File: src/sdram_pin_pkg.sv
// Shared constants, command codes and signal bundles for the synchronous memory pin interface.
package sdram_pin_pkg;

   // ----------------------------------------------------------------
   // Widths
   // ----------------------------------------------------------------
   localparam int DATA_W  = 32;  // Memory data bus width.
   localparam int LANES   = 4;   // Byte lanes, one data mask bit each.
   localparam int CHIPS   = 4;   // Chip selects.
   localparam int CLKS    = 2;   // Memory clock outputs.
   localparam int LANE_W  = 8;   // Bits per byte lane.

   // ----------------------------------------------------------------
   // Values shown on the pins during and just after reset, and the reset value of the clock run flags
   // ----------------------------------------------------------------
   localparam logic [CLKS-1:0]  RST_MEM_CLK   = 2'h3;  // Both memory clocks high.
   localparam logic             RST_CKE       = 1'h1;  // Clock enable high.
   localparam logic [CHIPS-1:0] RST_CHIP_SEL  = 4'hf;  // All chip selects high.
   localparam logic [2:0]       RST_STROBES   = 3'h7;  // Row, column and write strobes high.
   localparam logic [LANES-1:0] RST_DMASK     = 4'hf;  // All data masks high.
   localparam logic             RST_FLASH_RUN = 1'h0;  // Flash held in initialize/power-down.
   localparam logic [1:0]       RST_CLK_EN    = 2'h0;  // Clock run flags cleared in reset.

   // ----------------------------------------------------------------
   // Memory command set and its strobe codes
   // ----------------------------------------------------------------
   typedef enum logic [3:0] {
      CMD_DESELECT  = 4'h0,
      CMD_NOP       = 4'h1,
      CMD_ACTIVATE  = 4'h2,
      CMD_READ      = 4'h3,
      CMD_WRITE     = 4'h4,
      CMD_PRECHARGE = 4'h5,
      CMD_REFRESH   = 4'h6,
      CMD_LOAD_MODE = 4'h7,
      CMD_BURST_END = 4'h8
   } mem_cmd_e;

   // Strobe codes, ordered row, column, write enable; all active low.
   localparam logic [2:0] STB_NOP       = 3'h7;
   localparam logic [2:0] STB_ACTIVATE  = 3'h3;
   localparam logic [2:0] STB_READ      = 3'h5;
   localparam logic [2:0] STB_WRITE     = 3'h4;
   localparam logic [2:0] STB_PRECHARGE = 3'h2;
   localparam logic [2:0] STB_REFRESH   = 3'h1;
   localparam logic [2:0] STB_LOAD_MODE = 3'h0;
   localparam logic [2:0] STB_BURST_END = 3'h6;

   // ----------------------------------------------------------------
   // Bundles
   // ----------------------------------------------------------------
   typedef struct packed {
      mem_cmd_e         cmd;        // Command to issue.
      logic [1:0]       chip;       // Index of the chip select to assert.
      logic [LANES-1:0] byte_mask;  // High blocks a lane.
      logic             cke;        // Requested clock enable level.
   } mem_req_s;

   typedef struct packed {
      logic [CHIPS-1:0] chip_sel_n;  // Chip selects, active low.
      logic             row_n;       // Row strobe, active low.
      logic             col_n;       // Column strobe, active low.
      logic             we_n;        // Write enable, active low.
   } mem_pins_s;

endpackage

File: src/sdram_pin_interface.sv
// Pin-level interface between the memory controller core and external synchronous memories.
//
// Operation
// - Memory clocks run at the system clock rate.
// - Each memory clock held low when disabled.
// - Write: set mask bit blocks its byte.
// - Read: masks gate memory output buffers per lane.
// - Mask bit n covers data bits 8n+7..8n.
// - Reset drives clocks, cke, selects, strobes, masks high.
// - Reset holds flash initialize/power-down output low.
// - Read data sampled on feedback clock edges.
`timescale 1ns/1ps

module sdram_pin_interface (
   input  wire logic                                 clk,
   input  wire logic                                 rstn,
   input  wire logic [sdram_pin_pkg::CLKS-1:0]       mem_clk_out_en,
   input  wire logic                                 req_valid,
   input  wire sdram_pin_pkg::mem_req_s              req,
   input  wire logic                                 flash_run,
   input  wire logic                                 mem_feedback_clk_in,
   input  wire logic [sdram_pin_pkg::DATA_W-1:0]     mem_dq_in,
   output logic      [sdram_pin_pkg::CLKS-1:0]       mem_clk_out,
   output logic                                      mem_cke,
   output logic      [sdram_pin_pkg::CHIPS-1:0]      mem_chip_sel_n,
   output logic                                      mem_row_strobe_n,
   output logic                                      mem_col_strobe_n,
   output logic                                      mem_write_en_n,
   output logic      [sdram_pin_pkg::LANES-1:0]      mem_data_mask,
   output logic                                      flash_init_powerdown_n,
   output logic      [sdram_pin_pkg::DATA_W-1:0]     rd_data,
   output logic                                      rd_valid
);
   import sdram_pin_pkg::*;

   // ----------------------------------------------------------------
   // Functions
   // ----------------------------------------------------------------

   // Turns a command into its strobe pattern; deselect keeps all high.
   function automatic mem_pins_s encode_cmd(input mem_cmd_e cmd, input logic [1:0] chip);
      mem_pins_s p;
      p = '{chip_sel_n: RST_CHIP_SEL, row_n: 1'b1, col_n: 1'b1, we_n: 1'b1};
      if (cmd != CMD_DESELECT) begin
         p.chip_sel_n       = ~(4'h1 << chip);
      end
      case (cmd)
         CMD_ACTIVATE:  {p.row_n, p.col_n, p.we_n} = STB_ACTIVATE;
         CMD_READ:      {p.row_n, p.col_n, p.we_n} = STB_READ;
         CMD_WRITE:     {p.row_n, p.col_n, p.we_n} = STB_WRITE;
         CMD_PRECHARGE: {p.row_n, p.col_n, p.we_n} = STB_PRECHARGE;
         CMD_REFRESH:   {p.row_n, p.col_n, p.we_n} = STB_REFRESH;
         CMD_LOAD_MODE: {p.row_n, p.col_n, p.we_n} = STB_LOAD_MODE;
         CMD_BURST_END: {p.row_n, p.col_n, p.we_n} = STB_BURST_END;
         default:       {p.row_n, p.col_n, p.we_n} = STB_NOP;
      endcase
      return p;
   endfunction

   // Clears every byte lane whose mask bit is set; lane n is bits 8n+7..8n.
   function automatic logic [DATA_W-1:0] lane_filter(input logic [DATA_W-1:0] d,
                                                     input logic [LANES-1:0]  m);
      logic [DATA_W-1:0] r;
      r = d;
      for (int i = 0; i < LANES; i++) begin
         if (m[i]) begin
            r[i*LANE_W +: LANE_W] = '0;
         end
      end
      return r;
   endfunction

   // ----------------------------------------------------------------
   // Declarations
   // ----------------------------------------------------------------
   logic             in_reset;        // High from the cycle after reset is applied until the cycle after release.
   logic [CLKS-1:0]  clk_run;         // Registered per-clock enable.
   mem_pins_s        pins;            // Registered command pins.
   logic             cke_q;           // Registered clock enable.
   logic [LANES-1:0] dmask;           // Registered data masks.
   logic             flash_q;         // Registered flash control.
   logic [LANES-1:0] rd_mask;         // Mask of the latest read.
   logic             fb_s1;           // Feedback clock, first stage.
   logic             fb_s2;           // Feedback clock, second stage.
   logic             fb_s3;           // Feedback clock, edge history.
   logic [DATA_W-1:0] dq_d1;          // Read data, first stage.
   logic [DATA_W-1:0] dq_d2;          // Read data, aligned with fb_s2.

   // Decoded request; an idle cycle deselects every chip, so the pins keep their reset levels after release.
   wire              is_rw     = req_valid && (req.cmd == CMD_READ || req.cmd == CMD_WRITE);
   wire              is_read   = req_valid && (req.cmd == CMD_READ);
   wire mem_pins_s   next_pins = req_valid ? encode_cmd(req.cmd, req.chip) : encode_cmd(CMD_DESELECT, 2'h0);
   wire [LANES-1:0]  next_dmask = is_rw ? req.byte_mask : RST_DMASK;
   wire              fb_rise   = fb_s2 && !fb_s3;

   // ----------------------------------------------------------------
   // Memory clock outputs
   // ----------------------------------------------------------------

   // Tracks reset; the memory clocks keep their reset level for one cycle after release.
   always_ff @(posedge clk) begin
      in_reset <= !rstn;
   end

   // Samples the per-clock enable field.
   always_ff @(posedge clk) begin
      if (!rstn) begin
         clk_run <= RST_CLK_EN;
      end else begin
         clk_run <= mem_clk_out_en;
      end
   end

   // Forwards the system clock itself, so the rate is exactly equal.
   // A disabled clock parks low; reset parks both high.
   assign mem_clk_out = (!rstn || in_reset) ? RST_MEM_CLK : (clk_run & {CLKS{clk}});

   // ----------------------------------------------------------------
   // Command, clock enable and mask pins
   // ----------------------------------------------------------------

   // Registers the encoded command and the lane masks.
   always_ff @(posedge clk) begin
      if (!rstn) begin
         pins  <= '{chip_sel_n: RST_CHIP_SEL, row_n: RST_STROBES[2], col_n: RST_STROBES[1],
                    we_n: RST_STROBES[0]};
         cke_q <= RST_CKE;
         dmask <= RST_DMASK;
      end else begin
         pins  <= next_pins;
         cke_q <= req_valid ? req.cke : cke_q;
         dmask <= next_dmask;
      end
   end

   // Drives the flash initialize/power-down line; low holds the flash idle.
   always_ff @(posedge clk) begin
      if (!rstn) begin
         flash_q <= RST_FLASH_RUN;
      end else begin
         flash_q <= flash_run;
      end
   end

   assign mem_chip_sel_n         = pins.chip_sel_n;
   assign mem_row_strobe_n       = pins.row_n;
   assign mem_col_strobe_n       = pins.col_n;
   assign mem_write_en_n         = pins.we_n;
   assign mem_cke                = cke_q;
   assign mem_data_mask          = dmask;
   assign flash_init_powerdown_n = flash_q;

   // ----------------------------------------------------------------
   // Read capture on the returned feedback clock
   // ----------------------------------------------------------------

   // Synchronises the feedback clock and delays data by the same two stages.
   always_ff @(posedge clk) begin
      if (!rstn) begin
         fb_s1 <= 1'b0;
         fb_s2 <= 1'b0;
         fb_s3 <= 1'b0;
      end else begin
         fb_s1 <= mem_feedback_clk_in;
         fb_s2 <= fb_s1;
         fb_s3 <= fb_s2;
      end
   end

   // Data stages carry no reset; they are qualified by the edge pulse.
   always_ff @(posedge clk) begin
      dq_d1 <= mem_dq_in;
      dq_d2 <= dq_d1;
   end

   // Remembers the lane mask of the latest read.
   always_ff @(posedge clk) begin
      if (!rstn) begin
         rd_mask <= RST_DMASK;
      end else if (is_read) begin
         rd_mask <= req.byte_mask;
      end
   end

   // Captures a word on each rising feedback edge; masked lanes read zero.
   always_ff @(posedge clk) begin
      if (!rstn) begin
         rd_data  <= '0;
         rd_valid <= 1'b0;
      end else begin
         rd_valid <= fb_rise;
         if (fb_rise) begin
            rd_data <= lane_filter(dq_d2, rd_mask);
         end
      end
   end

   // ----------------------------------------------------------------
   // Assertions
   // ----------------------------------------------------------------

   // Reset levels stand on every command and mask pin.
   AST_RESET_HIGH: assert property (@(posedge clk) !rstn |=>
      (mem_chip_sel_n == RST_CHIP_SEL && mem_row_strobe_n && mem_col_strobe_n && mem_write_en_n
       && mem_cke && mem_data_mask == RST_DMASK))
      else $error("Memory pins not high after reset.");

   // Flash stays in power-down through reset and the next cycle.
   AST_FLASH_LOW: assert property (@(posedge clk) !rstn |=> !flash_init_powerdown_n)
      else $error("Flash control not low in reset.");

   // Sampled in the high phase: an enabled clock shows high, a disabled one is parked low.
   AST_CLK_PARK: assert property (@(negedge clk) disable iff (!rstn)
      !in_reset |-> mem_clk_out == clk_run)
      else $error("Memory clock not gated by its enable.");

   // Clock run flags follow the enable field one cycle later.
   AST_CLK_FOLLOW: assert property (@(posedge clk) disable iff (!rstn)
      $past(rstn) |-> clk_run == $past(mem_clk_out_en))
      else $error("Memory clock enable not applied.");

   // The issued command matches its strobe code.
   AST_CMD_CODE: assert property (@(posedge clk) disable iff (!rstn)
      req_valid |=> pins == encode_cmd($past(req.cmd), $past(req.chip)))
      else $error("Command strobes wrong.");

   // Without a request every chip select rests high, as it does straight after reset.
   AST_IDLE_DESELECT: assert property (@(posedge clk) disable iff (!rstn)
      !req_valid |=> mem_chip_sel_n == RST_CHIP_SEL)
      else $error("Chip select active while idle.");

   // A write presents its byte mask in the command cycle.
   AST_WRITE_MASK: assert property (@(posedge clk) disable iff (!rstn)
      (req_valid && req.cmd == CMD_WRITE) |=> (mem_data_mask == $past(req.byte_mask) && !mem_write_en_n))
      else $error("Write mask not driven.");

   // A read presents its output-buffer mask in the command cycle.
   AST_READ_MASK: assert property (@(posedge clk) disable iff (!rstn)
      is_read |=> (mem_data_mask == $past(req.byte_mask) && mem_write_en_n))
      else $error("Read mask not driven.");

   // A masked top lane always reads back zero.
   AST_LANE_MAP: assert property (@(posedge clk) disable iff (!rstn)
      (fb_rise && rd_mask[3]) |=> rd_data[31:24] == 8'h00)
      else $error("Top byte lane not masked.");

   // Captured data appears only after a feedback edge, two stages late.
   AST_FB_SAMPLE: assert property (@(posedge clk) disable iff (!rstn)
      rd_valid |-> ($past(fb_s1, 2) && !$past(fb_s2, 2)))
      else $error("Read sampled without a feedback edge.");

endmodule

File: config.mk
export PLATFORM = sky130hd
export DESIGN_NAME = sdram_pin_interface
export DESIGN_NICKNAME = d
export VERILOG_FILES = /design/src/sdram_pin_pkg.sv /design/src/sdram_pin_interface.sv
export SDC_FILE = /design/constraint.sdc
export NUM_CORES = 1
export LEC_CHECK = 0
export BUFFER_PORTS_ARGS = -buffer_cell sky130_fd_sc_hd__buf_2
export CORE_MARGIN = 2
export CORE_UTILIZATION = 51
export CTS_BUF_LIST = sky130_fd_sc_hd__clkbuf_4
export DETAILED_ROUTE_END_ITERATION = 6
export PLACE_DENSITY = 0.8
export RECOVER_POWER = 25
export SLEW_MARGIN = 40
export SYNTH_ARGS = -nofsm -noshare
export SYNTH_HDL_FRONTEND = slang
export SYNTH_SLANG_ARGS = --single-unit
File: constraint.sdc
create_clock -name clk -period 1.6 [get_ports clk]
set_input_delay 0.24 -clock clk [delete_from_list [all_inputs] [get_ports clk]]
set_output_delay 0.24 -clock clk [all_outputs]
set_load 0.01 [all_outputs]
## Yosys cells after proc, flatten, opt, wreduce, memory -nomap -nowiden

Cells that the tools add are included.

| storage, ports and cells | value |
|---|---|
| input bits | 50 |
| word-level logic and storage cells | 44 |
| register bits after elaboration | 120 |
| output and inout bits | 48 |

| cells by class | value |
|---|---|
| reductions and logical operators | 11 |
| multiplexer cells | 6 |
| eq/ne operators | 7 |
| shifts and indexed selects | 1 |
| bitwise logic cells | 2 |

Operators with widths:

| cell | number |
|---|---|
| 8-bit 2-to-1 mux | 4 |
| 3-bit case mux with 7 select lines | 1 |
| 4-bit by 3-bit equality test with 1-bit output (second input constant) | 4 |
| 4-bit by 2-bit equality test with 1-bit output (second input constant) | 2 |
| 4-bit equality test (second input constant) | 1 |
| 4-bit inverter | 1 |
| 2-bit AND reduction | 2 |
| 4-bit nonzero test | 1 |
| 1-bit by 2-bit left shift with 4-bit output (first input constant) | 1 |
| 1-bit logical AND | 3 |
| 3-bit AND reduction | 1 |
| 2-bit AND | 1 |
| 1-bit zero test | 2 |
| 1-bit logical OR | 2 |
| 2-bit 2-to-1 mux | 1 |

## Longest topological paths before layout

Gate-level depths: netlist of the first run.

| logic depth | value |
|---|---|
| word-level depth | 4 |
| mapped depth | 5 |
| gate-level depth less buffers | 3 |

==> impl_metrics.tcl, run 1 <==
set metrics [dict create \
    cp_max_fo 2 \
    wl_per_cell_um 13.4 \
    power_density_nw_per_um2 1250 \
    post-route-min-period_ns 1.52 \
    hpwl_um 3530 \
    ys_ff_latch 120 \
    synth-edff-count 0 \
    syn_area_per_cell_um2 14.5 \
    worst_pin_slew_ns 0.482 \
    fin_crit_sh 0.948 \
    clock_power_share 0.395 \
    nNetsFinal 431 \
    synth-simple-area-share 0.0723 \
    drt-met1-wl_um 2530 \
    final_common_cell "dfxtp_1" \
    holdCritPathClass "in -> reg" \
    cts_tree "built" \
    fill_cells 405 \
    multiInputGateArea_um2 637 \
    synth_top_cell_by_area "dfxtp_1" \
    skew_ns 0.0190 \
    rsz0062_at_grt "no" \
    path_cells "clkbuf_4 -> clkbuf_4 -> nand2_1 -> nand2_1 -> buf_2" \
    dieArea_um2 6680 \
    critical_path_class "clk -> out" \
    pwr-share-seq 0.557 \
    syn_to_final_growth_pct 45.9 \
    vias 2166 \
    layout_common_cells "120 x dfxtp_1, 97 x buf_2, 54 x dlygate4sd3_1" \
    slew_headroom 0.678 \
    cts_setup_buffers 0 \
    synthMuxAreaShare 0.00650 \
    switching_share 0.223 \
    synth_top_area_frac 0.780 \
    wl_met3_um 320 \
    num_io_pins 98 \
    synth_cell_type_count 28 \
    fp.dieW_um 81.7 \
    worstSkewPairLatency_ns 0.59 \
    firstDrtPassIters 4 \
    synth_top_family_by_area "compound AO/OA/AOI/OAI gates" \
    comb_power_share 0.047 \
    synth-compound-area-share 0.125 \
    setup_viol 0 \
    routed.top_layer "met4" \
    grt_max_degree 33 \
    startpoint_type "clock port" \
    endpoint_kind "output pin" \
    port_buffers 97 \
    ys.warnings.count 0 \
    p_sw_mw 1.25 \
    ys.flop_type "dfxtp_1" \
    synth-async-reset-ratio 0 \
    peakVddDrop_mv 0.945 \
    rows 28 \
    cap_violations 0 \
    grt_pass1_vias 2201 \
    syn_nets 263 \
    start_util 0.523 \
    core_um2 5890 \
    cp_slowest_cell "buf_2" \
    seq_area_um2 2400 \
    die_h_um 81.7 \
    drc_errors 0 \
    grt_overflow 0 \
    cp_data_arrival_time_ns 1.28 \
    outcome "completed" \
    vias_per_cell 4.62 \
    grt_antenna_before_repair 0 \
    syn_inst 213 \
    synth-seq-area-share 0.780 \
    wirelength_um 6300 \
    synthAdderAreaFrac 0 \
    drive_above_1_share 0.358 \
    drv_slew 0 \
    grt.total_usage 0.207 \
    fin_tns_setup_ns 0 \
    dr.first_iter.drc_count 83 \
    place.gp.congestion 0.676 \
    hold_viol 0 \
    path_clk_slew_ns 0.08 \
    synth_area_um2 3080 \
    cp.required_ns 1.36 \
    p_int_mw 4.35 \
    met2_length_um 3340 \
    synth_xor_area_frac 0 \
    fmax_ghz 0.664 \
    netlist_top_cells_area "dfxtp_1 78%, a22o_1 9.1%, a311o_1 1.3%" \
    detail-route-antenna-nets 0 \
    power.static_leakage_nw 2.03 \
    grt_first_pass_wirelength_um 9800 \
    whs_ns 0.0644 \
    cpPeakStageDelay_ns 0.14 \
    diodes 0 \
]
## cells by family after synthesis
group                  Yosys count
AO/OA/AOI/OAI                   44
multiplexers                     2
flip-flops                     120
AND/OR/NAND/NOR                 37
buffers and inverters           10
## sequential cells by signal, summed over array words and instances (netlist names), 2 cells and up
register / flops
mem_data_mask: 4
clk_run: 2
dq_d1: 32
rd_data: 32
mem_chip_sel_n: 4
dq_d2: 32
rd_mask: 4
## final timing paths
| kind | from | to | slack, ns | depth (start not counted) |
|---|---|---|---|---|
| setup / recovery | clk | mem_clk_out[0] | 0.08 | 5 |
| hold / removal | req[7] | mem_write_en_n | 0.06 | 3 |
| setup reg to reg | fb_s2 | rd_data[14] | 0.29 | 3 |
| hold reg to reg | dq_d1[14] | dq_d2[14] | 0.33 | 0 |
## cells in the mapped netlist, types with 2 or more instances
library cell    n
a311o_1         4
inv_1           2
buf_4           2
nor2_2          4
or3_1           2
dfxtp_1       120
mux2i_1         2
and2_1          6
nor2_1          2
nand2b_1        5
nand3b_1        3
a21boi_1        4
buf_2           5
nand2_1         7
a22o_1         32
## power by group through the flow
stage	logic [mW]	registers [mW]	clock network, mW
6_report	0.264	3.12	2.22
5_1_grt	0.289	3.13	2.41
4_1_cts	0.252	3.12	2.26
3_5_place_dp	0.151	3.19	0.0167
3_3_place_gp	0.145	3.18	0.0167
2_1_floorplan	0.0631	3.19	0.0120
## per-layer routing
layer | up-vias | global-route usage
met5 | - | 0
met4 | 0 | 0.117
met3 | 12 | 0.0835
met2 | 69 | 0.357
met1 | 1002 | 0.211
li1 | 1083 | -
## area by class of cell
cell class,count,share of cell area
flip-flops and latches,120,0.535
multi-input cells,83,0.142
clock inverters,12,0.0284
repair buffers,150,0.229
well taps,75,0.0209
inverters,3,0.00251
clock buffers,26,0.0423
## metrics by stage
step	instances	setup WS (ns)	instance area (µm²)	utilization	power, mW
after CTS	468	0.0739	4480	0.760	5.63
final	469	0.0830	4490	0.763	5.60
after detailed placement	378	0.0757	3630	0.616	3.36
after global routing	469	0.0207	4490	0.763	5.83
after global placement	378	0.139	3630	0.616	3.34
after floorplan	213	0.412	3080	-	3.26
## critical path: cells and delay by family
kind	cells	cell delay, ns
buffers and inverters	3	0.39
AND/OR/NAND/NOR	2	0.10
## timing repair
action                                  4_1_cts  5_1_grt
resized for setup                             0        1
endpoints found under the setup margin        0        4
hold buffers                                 54        0
endpoints found under the hold margin        55        0
(Power assumes the default switching activity.)
==> inputs of run 2 (changes only) <==
Settings changed: CORE_UTILIZATION 51 to 40, PLACE_DENSITY 0.8 to 0.65.
==> run 2 against run 1 <==
Net effect:
- utilization down 13 points
- cell count up 6.6%
- count of clock-buffer cells in the layout down 2
- sequential share of layout area down 1.7 points
- routed wire length down 2.1%
- largest cell class unchanged
- final area up 3.2%
- worst hold slack better by 0.010 ns
- maximum frequency down 1.6%
- largest power group unchanged
- non-clock buffer count up 7
- first-iteration DRC count down 7.2%
==> impl_metrics.tcl, run 2 (synthesis results as in run 1) <==
set metrics [dict create \
    diodes 0 \
    place.gp.congestion 0.681 \
    start_util 0.418 \
    final_common_cell "dfxtp_1" \
    port_buffers 97 \
    grt_first_pass_wirelength_um 10200 \
    power.static_leakage_nw 2.06 \
    post-route-min-period_ns 1.53 \
    cp_max_fo 10 \
    core_um2 7370 \
    placed_cells 402 \
    dieArea_um2 8420 \
    fmax_ghz 0.654 \
    die_h_um 91.8 \
    rows 31 \
    cts_setup_buffers 0 \
    rsz0062_at_grt "no" \
    fill_cells 578 \
    power_density_nw_per_um2 1250 \
    layout_common_cells "120 x dfxtp_1, 96 x buf_2, 61 x dlygate4sd3_1" \
    cts_tree "built" \
    cp_data_arrival_time_ns 2.03 \
    dr.first_iter.drc_count 77 \
    hold_viol 0 \
    fp.dieW_um 91.8 \
    grt_max_degree 33 \
    num_io_pins 98 \
    wl_per_cell_um 12.3 \
    grt_antenna_before_repair 0 \
    drc_errors 0 \
    fin_tns_setup_ns 0 \
    worstSkewPairLatency_ns 0.61 \
    holdCritPathClass "in -> reg" \
    cap_violations 0 \
    setup_viol 0 \
    drv_slew 0 \
    syn_to_final_growth_pct 50.5 \
    cp.required_ns 2.10 \
    critical_path_class "in -> reg" \
    firstDrtPassIters 4 \
    grt.total_usage 0.163 \
    detail-route-antenna-nets 0 \
    finalNonFillerCells 500 \
    worst_pin_slew_ns 0.488 \
    hpwl_um 3660 \
    drive_above_1_share 0.354 \
    vias_per_cell 4.36 \
    path_clk_slew_ns 0.10 \
    reg_top3 "dq_d1 (32), dq_d2 (32), rd_data (32)" \
    peakVddDrop_mv 0.780 \
    outcome "completed" \
    skew_ns 0.0149 \
    fin_crit_sh 0.956 \
    startpoint_type "input pin" \
    slew_headroom 0.672 \
    r2r_slack_ns 0.29 \
    grt_overflow 0 \
    wirelength_um 6160 \
    power.total_mw 5.81 \
    nNetsFinal 438 \
    grt_pass1_vias 2260 \
    endpoint_kind "flip-flop" \
    vias 2181 \
]
-- run 2: path summary, 6_finish.rpt --
check / start / to / cells after the start
worst max-delay path: req_valid / mem_row_strobe_n / 5
worst min-delay path: req[7] / mem_col_strobe_n / 3
worst max register to register: fb_s2 / rd_data[16] / 3
worst min register to register: dq_d1[0] / dq_d2[0] / 0
-- run 2: worst max-delay path, stage by stage --
cell and delay (ns):
dlygate4sd3_1 0.53, clkbuf_4 0.20, nand2_2 0.13, or3_1 0.36, dlygate4sd3_1 0.56
-- run 2: where the power goes --
part | internal, mW | leakage (nW) | switching (mW) | total [mW]
sequential | 3.09 | 0.995 | 0.0272 | 3.12
combinational | 0.170 | 0.875 | 0.101 | 0.272
clock | 1.23 | 0.192 | 1.18 | 2.42
-- run 2: metal layers --
metal,vias up,GRT usage,share of wire
met5,-,0,0
met4,0,0.119,0.027
met3,15,0.0682,0.055
met2,69,0.260,0.49
met1,994,0.172,0.43
li1,1103,-,-
-- run 2: layout make-up --
cell class              count  area (µm²)  share of cell area
repair buffers            157        1100               0.238
multi-input cells          83         649               0.140
inverters                   3        11.3             0.00243
flip-flops and latches    120        2400               0.518
well taps                  99         124              0.0267
clock buffers              24         175              0.0378
clock inverters            14         171              0.0370
-- run 2: timing repair --
item / 4_1_cts / 5_1_grt
setup endpoints to repair: 0 / 6
gates resized for setup: 0 / 4
hold endpoints to repair: 55 / 0
hold buffers: 61 / 0
-- run 2: stage by stage --
stage / setup slack (ns) / area, µm² / utilization / hold slack (ns)
CTS: 0.0328 / 4600 / 0.625 / 0.0128
finish: 0.0709 / 4640 / 0.629 / 0.0748
global placement: 0.107 / 3660 / 0.496 / 0.310
detailed placement: 0.0450 / 3660 / 0.496 / 0.312
floorplan: 0.412 / 3080 / - / 0.268
global route: 0.0192 / 4640 / 0.629 / 0.0397
==> inputs of run 3 (changes only) <==
Settings changed: HOLD_SLACK_MARGIN set to 0.1.
==> run 3 against run 2 <==
Net effect:
- sequential power about the same
- first-iteration DRC count rose by 6.5%
- clock skew down 0.0012 ns
- via count is 2.1% higher
- register-to-register slack worse by 0.11 ns
- final area increased by 1.3%
- routed wire length grew 2.3%
- cell count grew 1.2%
- critical endpoint unchanged
- highest routed layer unchanged
- die area stayed put
- power rose by 0.19%
- worst setup slack got worse by 0.051 ns
==> impl_metrics.tcl, run 3 (synthesis results as in run 1) <==
set metrics [dict create \
    outcome "completed" \
    r2r_end "rd_mask[3]" \
    cp-startpoint "req[8]" \
    drive_above_1_share 0.349 \
    worst_pin_slew_ns 0.412 \
    setup_viol 0 \
    cp_slowest_cell "dlygate4sd3_1" \
    rsz0062_at_grt "no" \
    drv_slew 0 \
    wl_per_cell_um 12.4 \
    dieArea_um2 8420 \
    grt.total_usage 0.167 \
    fin_crit_sh 0.988 \
    cp_max_fo 5 \
    vias 2226 \
    cts_setup_buffers 0 \
    startpoint_type "input pin" \
    place.gp.congestion 0.681 \
    slew_headroom 0.725 \
    hpwl_um 3660 \
    r2r_slack_ns 0.18 \
    peakVddDrop_mv 0.784 \
    wirelength_um 6300 \
    path_cells "buf_2 -> dlygate4sd3_1 -> nor2b_1 -> a21oi_1 -> or3_1 -> dlygate4sd3_1" \
    firstDrtPassIters 4 \
    nNetsFinal 444 \
    start_util 0.418 \
    fmax_ghz 0.633 \
    crit_end "mem_row_strobe_n" \
    die_h_um 91.8 \
    holdCritPathClass "in -> reg" \
    critical_path_class "in -> reg" \
    num_io_pins 98 \
    detail-route-antenna-nets 0 \
    diodes 0 \
    fp.dieW_um 91.8 \
    critPathMostFrequentCell "dlygate4sd3_1" \
    endpoint_kind "flip-flop" \
    grt_overflow 0 \
    hold_viol 0 \
    power_density_nw_per_um2 1240 \
    path_clk_slew_ns 0.10 \
    cap_violations 0 \
    worstHoldPathCells 3 \
    cp_data_arrival_time_ns 2.07 \
    grt_antenna_before_repair 0 \
    skew_ns 0.0137 \
    port_buffers 97 \
    core_um2 7370 \
    worstSkewPairLatency_ns 0.60 \
    post-route-min-period_ns 1.58 \
    vias_per_cell 4.40 \
    rows 31 \
    grt_pass1_vias 2309 \
    timing.rr.start "rd_mask[3]" \
    final_common_cell "dfxtp_1" \
    grt_max_degree 33 \
    power.static_leakage_nw 2.09 \
    syn_to_final_growth_pct 52.5 \
    drc_errors 0 \
    fin_tns_setup_ns 0 \
    grt_first_pass_wirelength_um 10400 \
    reg_top3 "dq_d1 (32), dq_d2 (32), rd_data (32)" \
    cts_tree "built" \
    dr.first_iter.drc_count 82 \
    cpPeakStageDelay_ns 0.60 \
    layout_common_cells "120 x dfxtp_1, 96 x buf_2, 67 x dlygate4sd3_1" \
    cp.required_ns 2.09 \
    whs_ns 0.156 \
    reg2regPathDepth 3 \
]
==> run 3: changes by cell type in the layout (fill, tap and decap cells not counted) <==
cell           before  now
dlygate4sd3_1      61   67
==> run 3: per-stage QoR <==
stage / utilization / std cells / total power, mW / instance area, µm² / worst slack [ns]
after global routing: 0.637 / 506 / 6.09 / 4700 / 0.0179
after floorplan: - / 213 / 3.26 / 3080 / 0.412
after global placement: 0.496 / 402 / 3.35 / 3660 / 0.107
final: 0.637 / 506 / 5.82 / 4700 / 0.0194
after CTS: 0.633 / 505 / 5.90 / 4660 / 0.0328
after detailed placement: 0.496 / 402 / 3.36 / 3660 / 0.0450
==> run 3: how the worst min path moves through the flow <==
stage                 start         to
6_report               rstn   rd_valid
5_1_grt                rstn   rd_valid
4_1_cts                rstn   rd_valid
3_5_place_dp      dq_d1[22]  dq_d2[22]
3_3_place_gp       dq_d1[8]   dq_d2[8]
2_1_floorplan  mem_dq_in[0]   dq_d1[0]
==> run 3: metal layers <==
layer,GRT usage,routed length [µm],up-vias
met1,0.175,2690,1014
met3,0.0682,391,13
met5,0,0,-
li1,-,-,1118
met4,0.119,138,0
met2,0.270,3080,81
==> run 3: repair_timing <==
item                                    CTS  global route
resized for setup                         0             4
hold buffers                             67             0
endpoints found under the hold margin    55             0
endpoints found under the setup margin    0             6
==> run 3: area by class of cell <==
class | instances | area, µm²
tap | 99 | 124
clock inverter | 14 | 171
inverter | 3 | 11.3
timing repair buffer | 163 | 1160
clock buffer | 24 | 175
fill | 574 | 2670
multi-input combinational | 83 | 649
sequential | 120 | 2400
==> run 3: critical path: cells and delay by family <==
family,cells,cell delay (ns)
AO/OA/AOI/OAI,1,0.05
buffers and inverters,3,1.28
AND/OR/NAND/NOR,2,0.49
==> run 3: power breakdown <==
group	switching, mW	leakage (nW)	internal [mW]	total [mW]
clock	1.18	0.192	1.23	2.42
combinational	0.104	0.900	0.177	0.282
sequential	0.0271	0.995	3.09	3.12
total	1.32	2.09	4.50	5.82
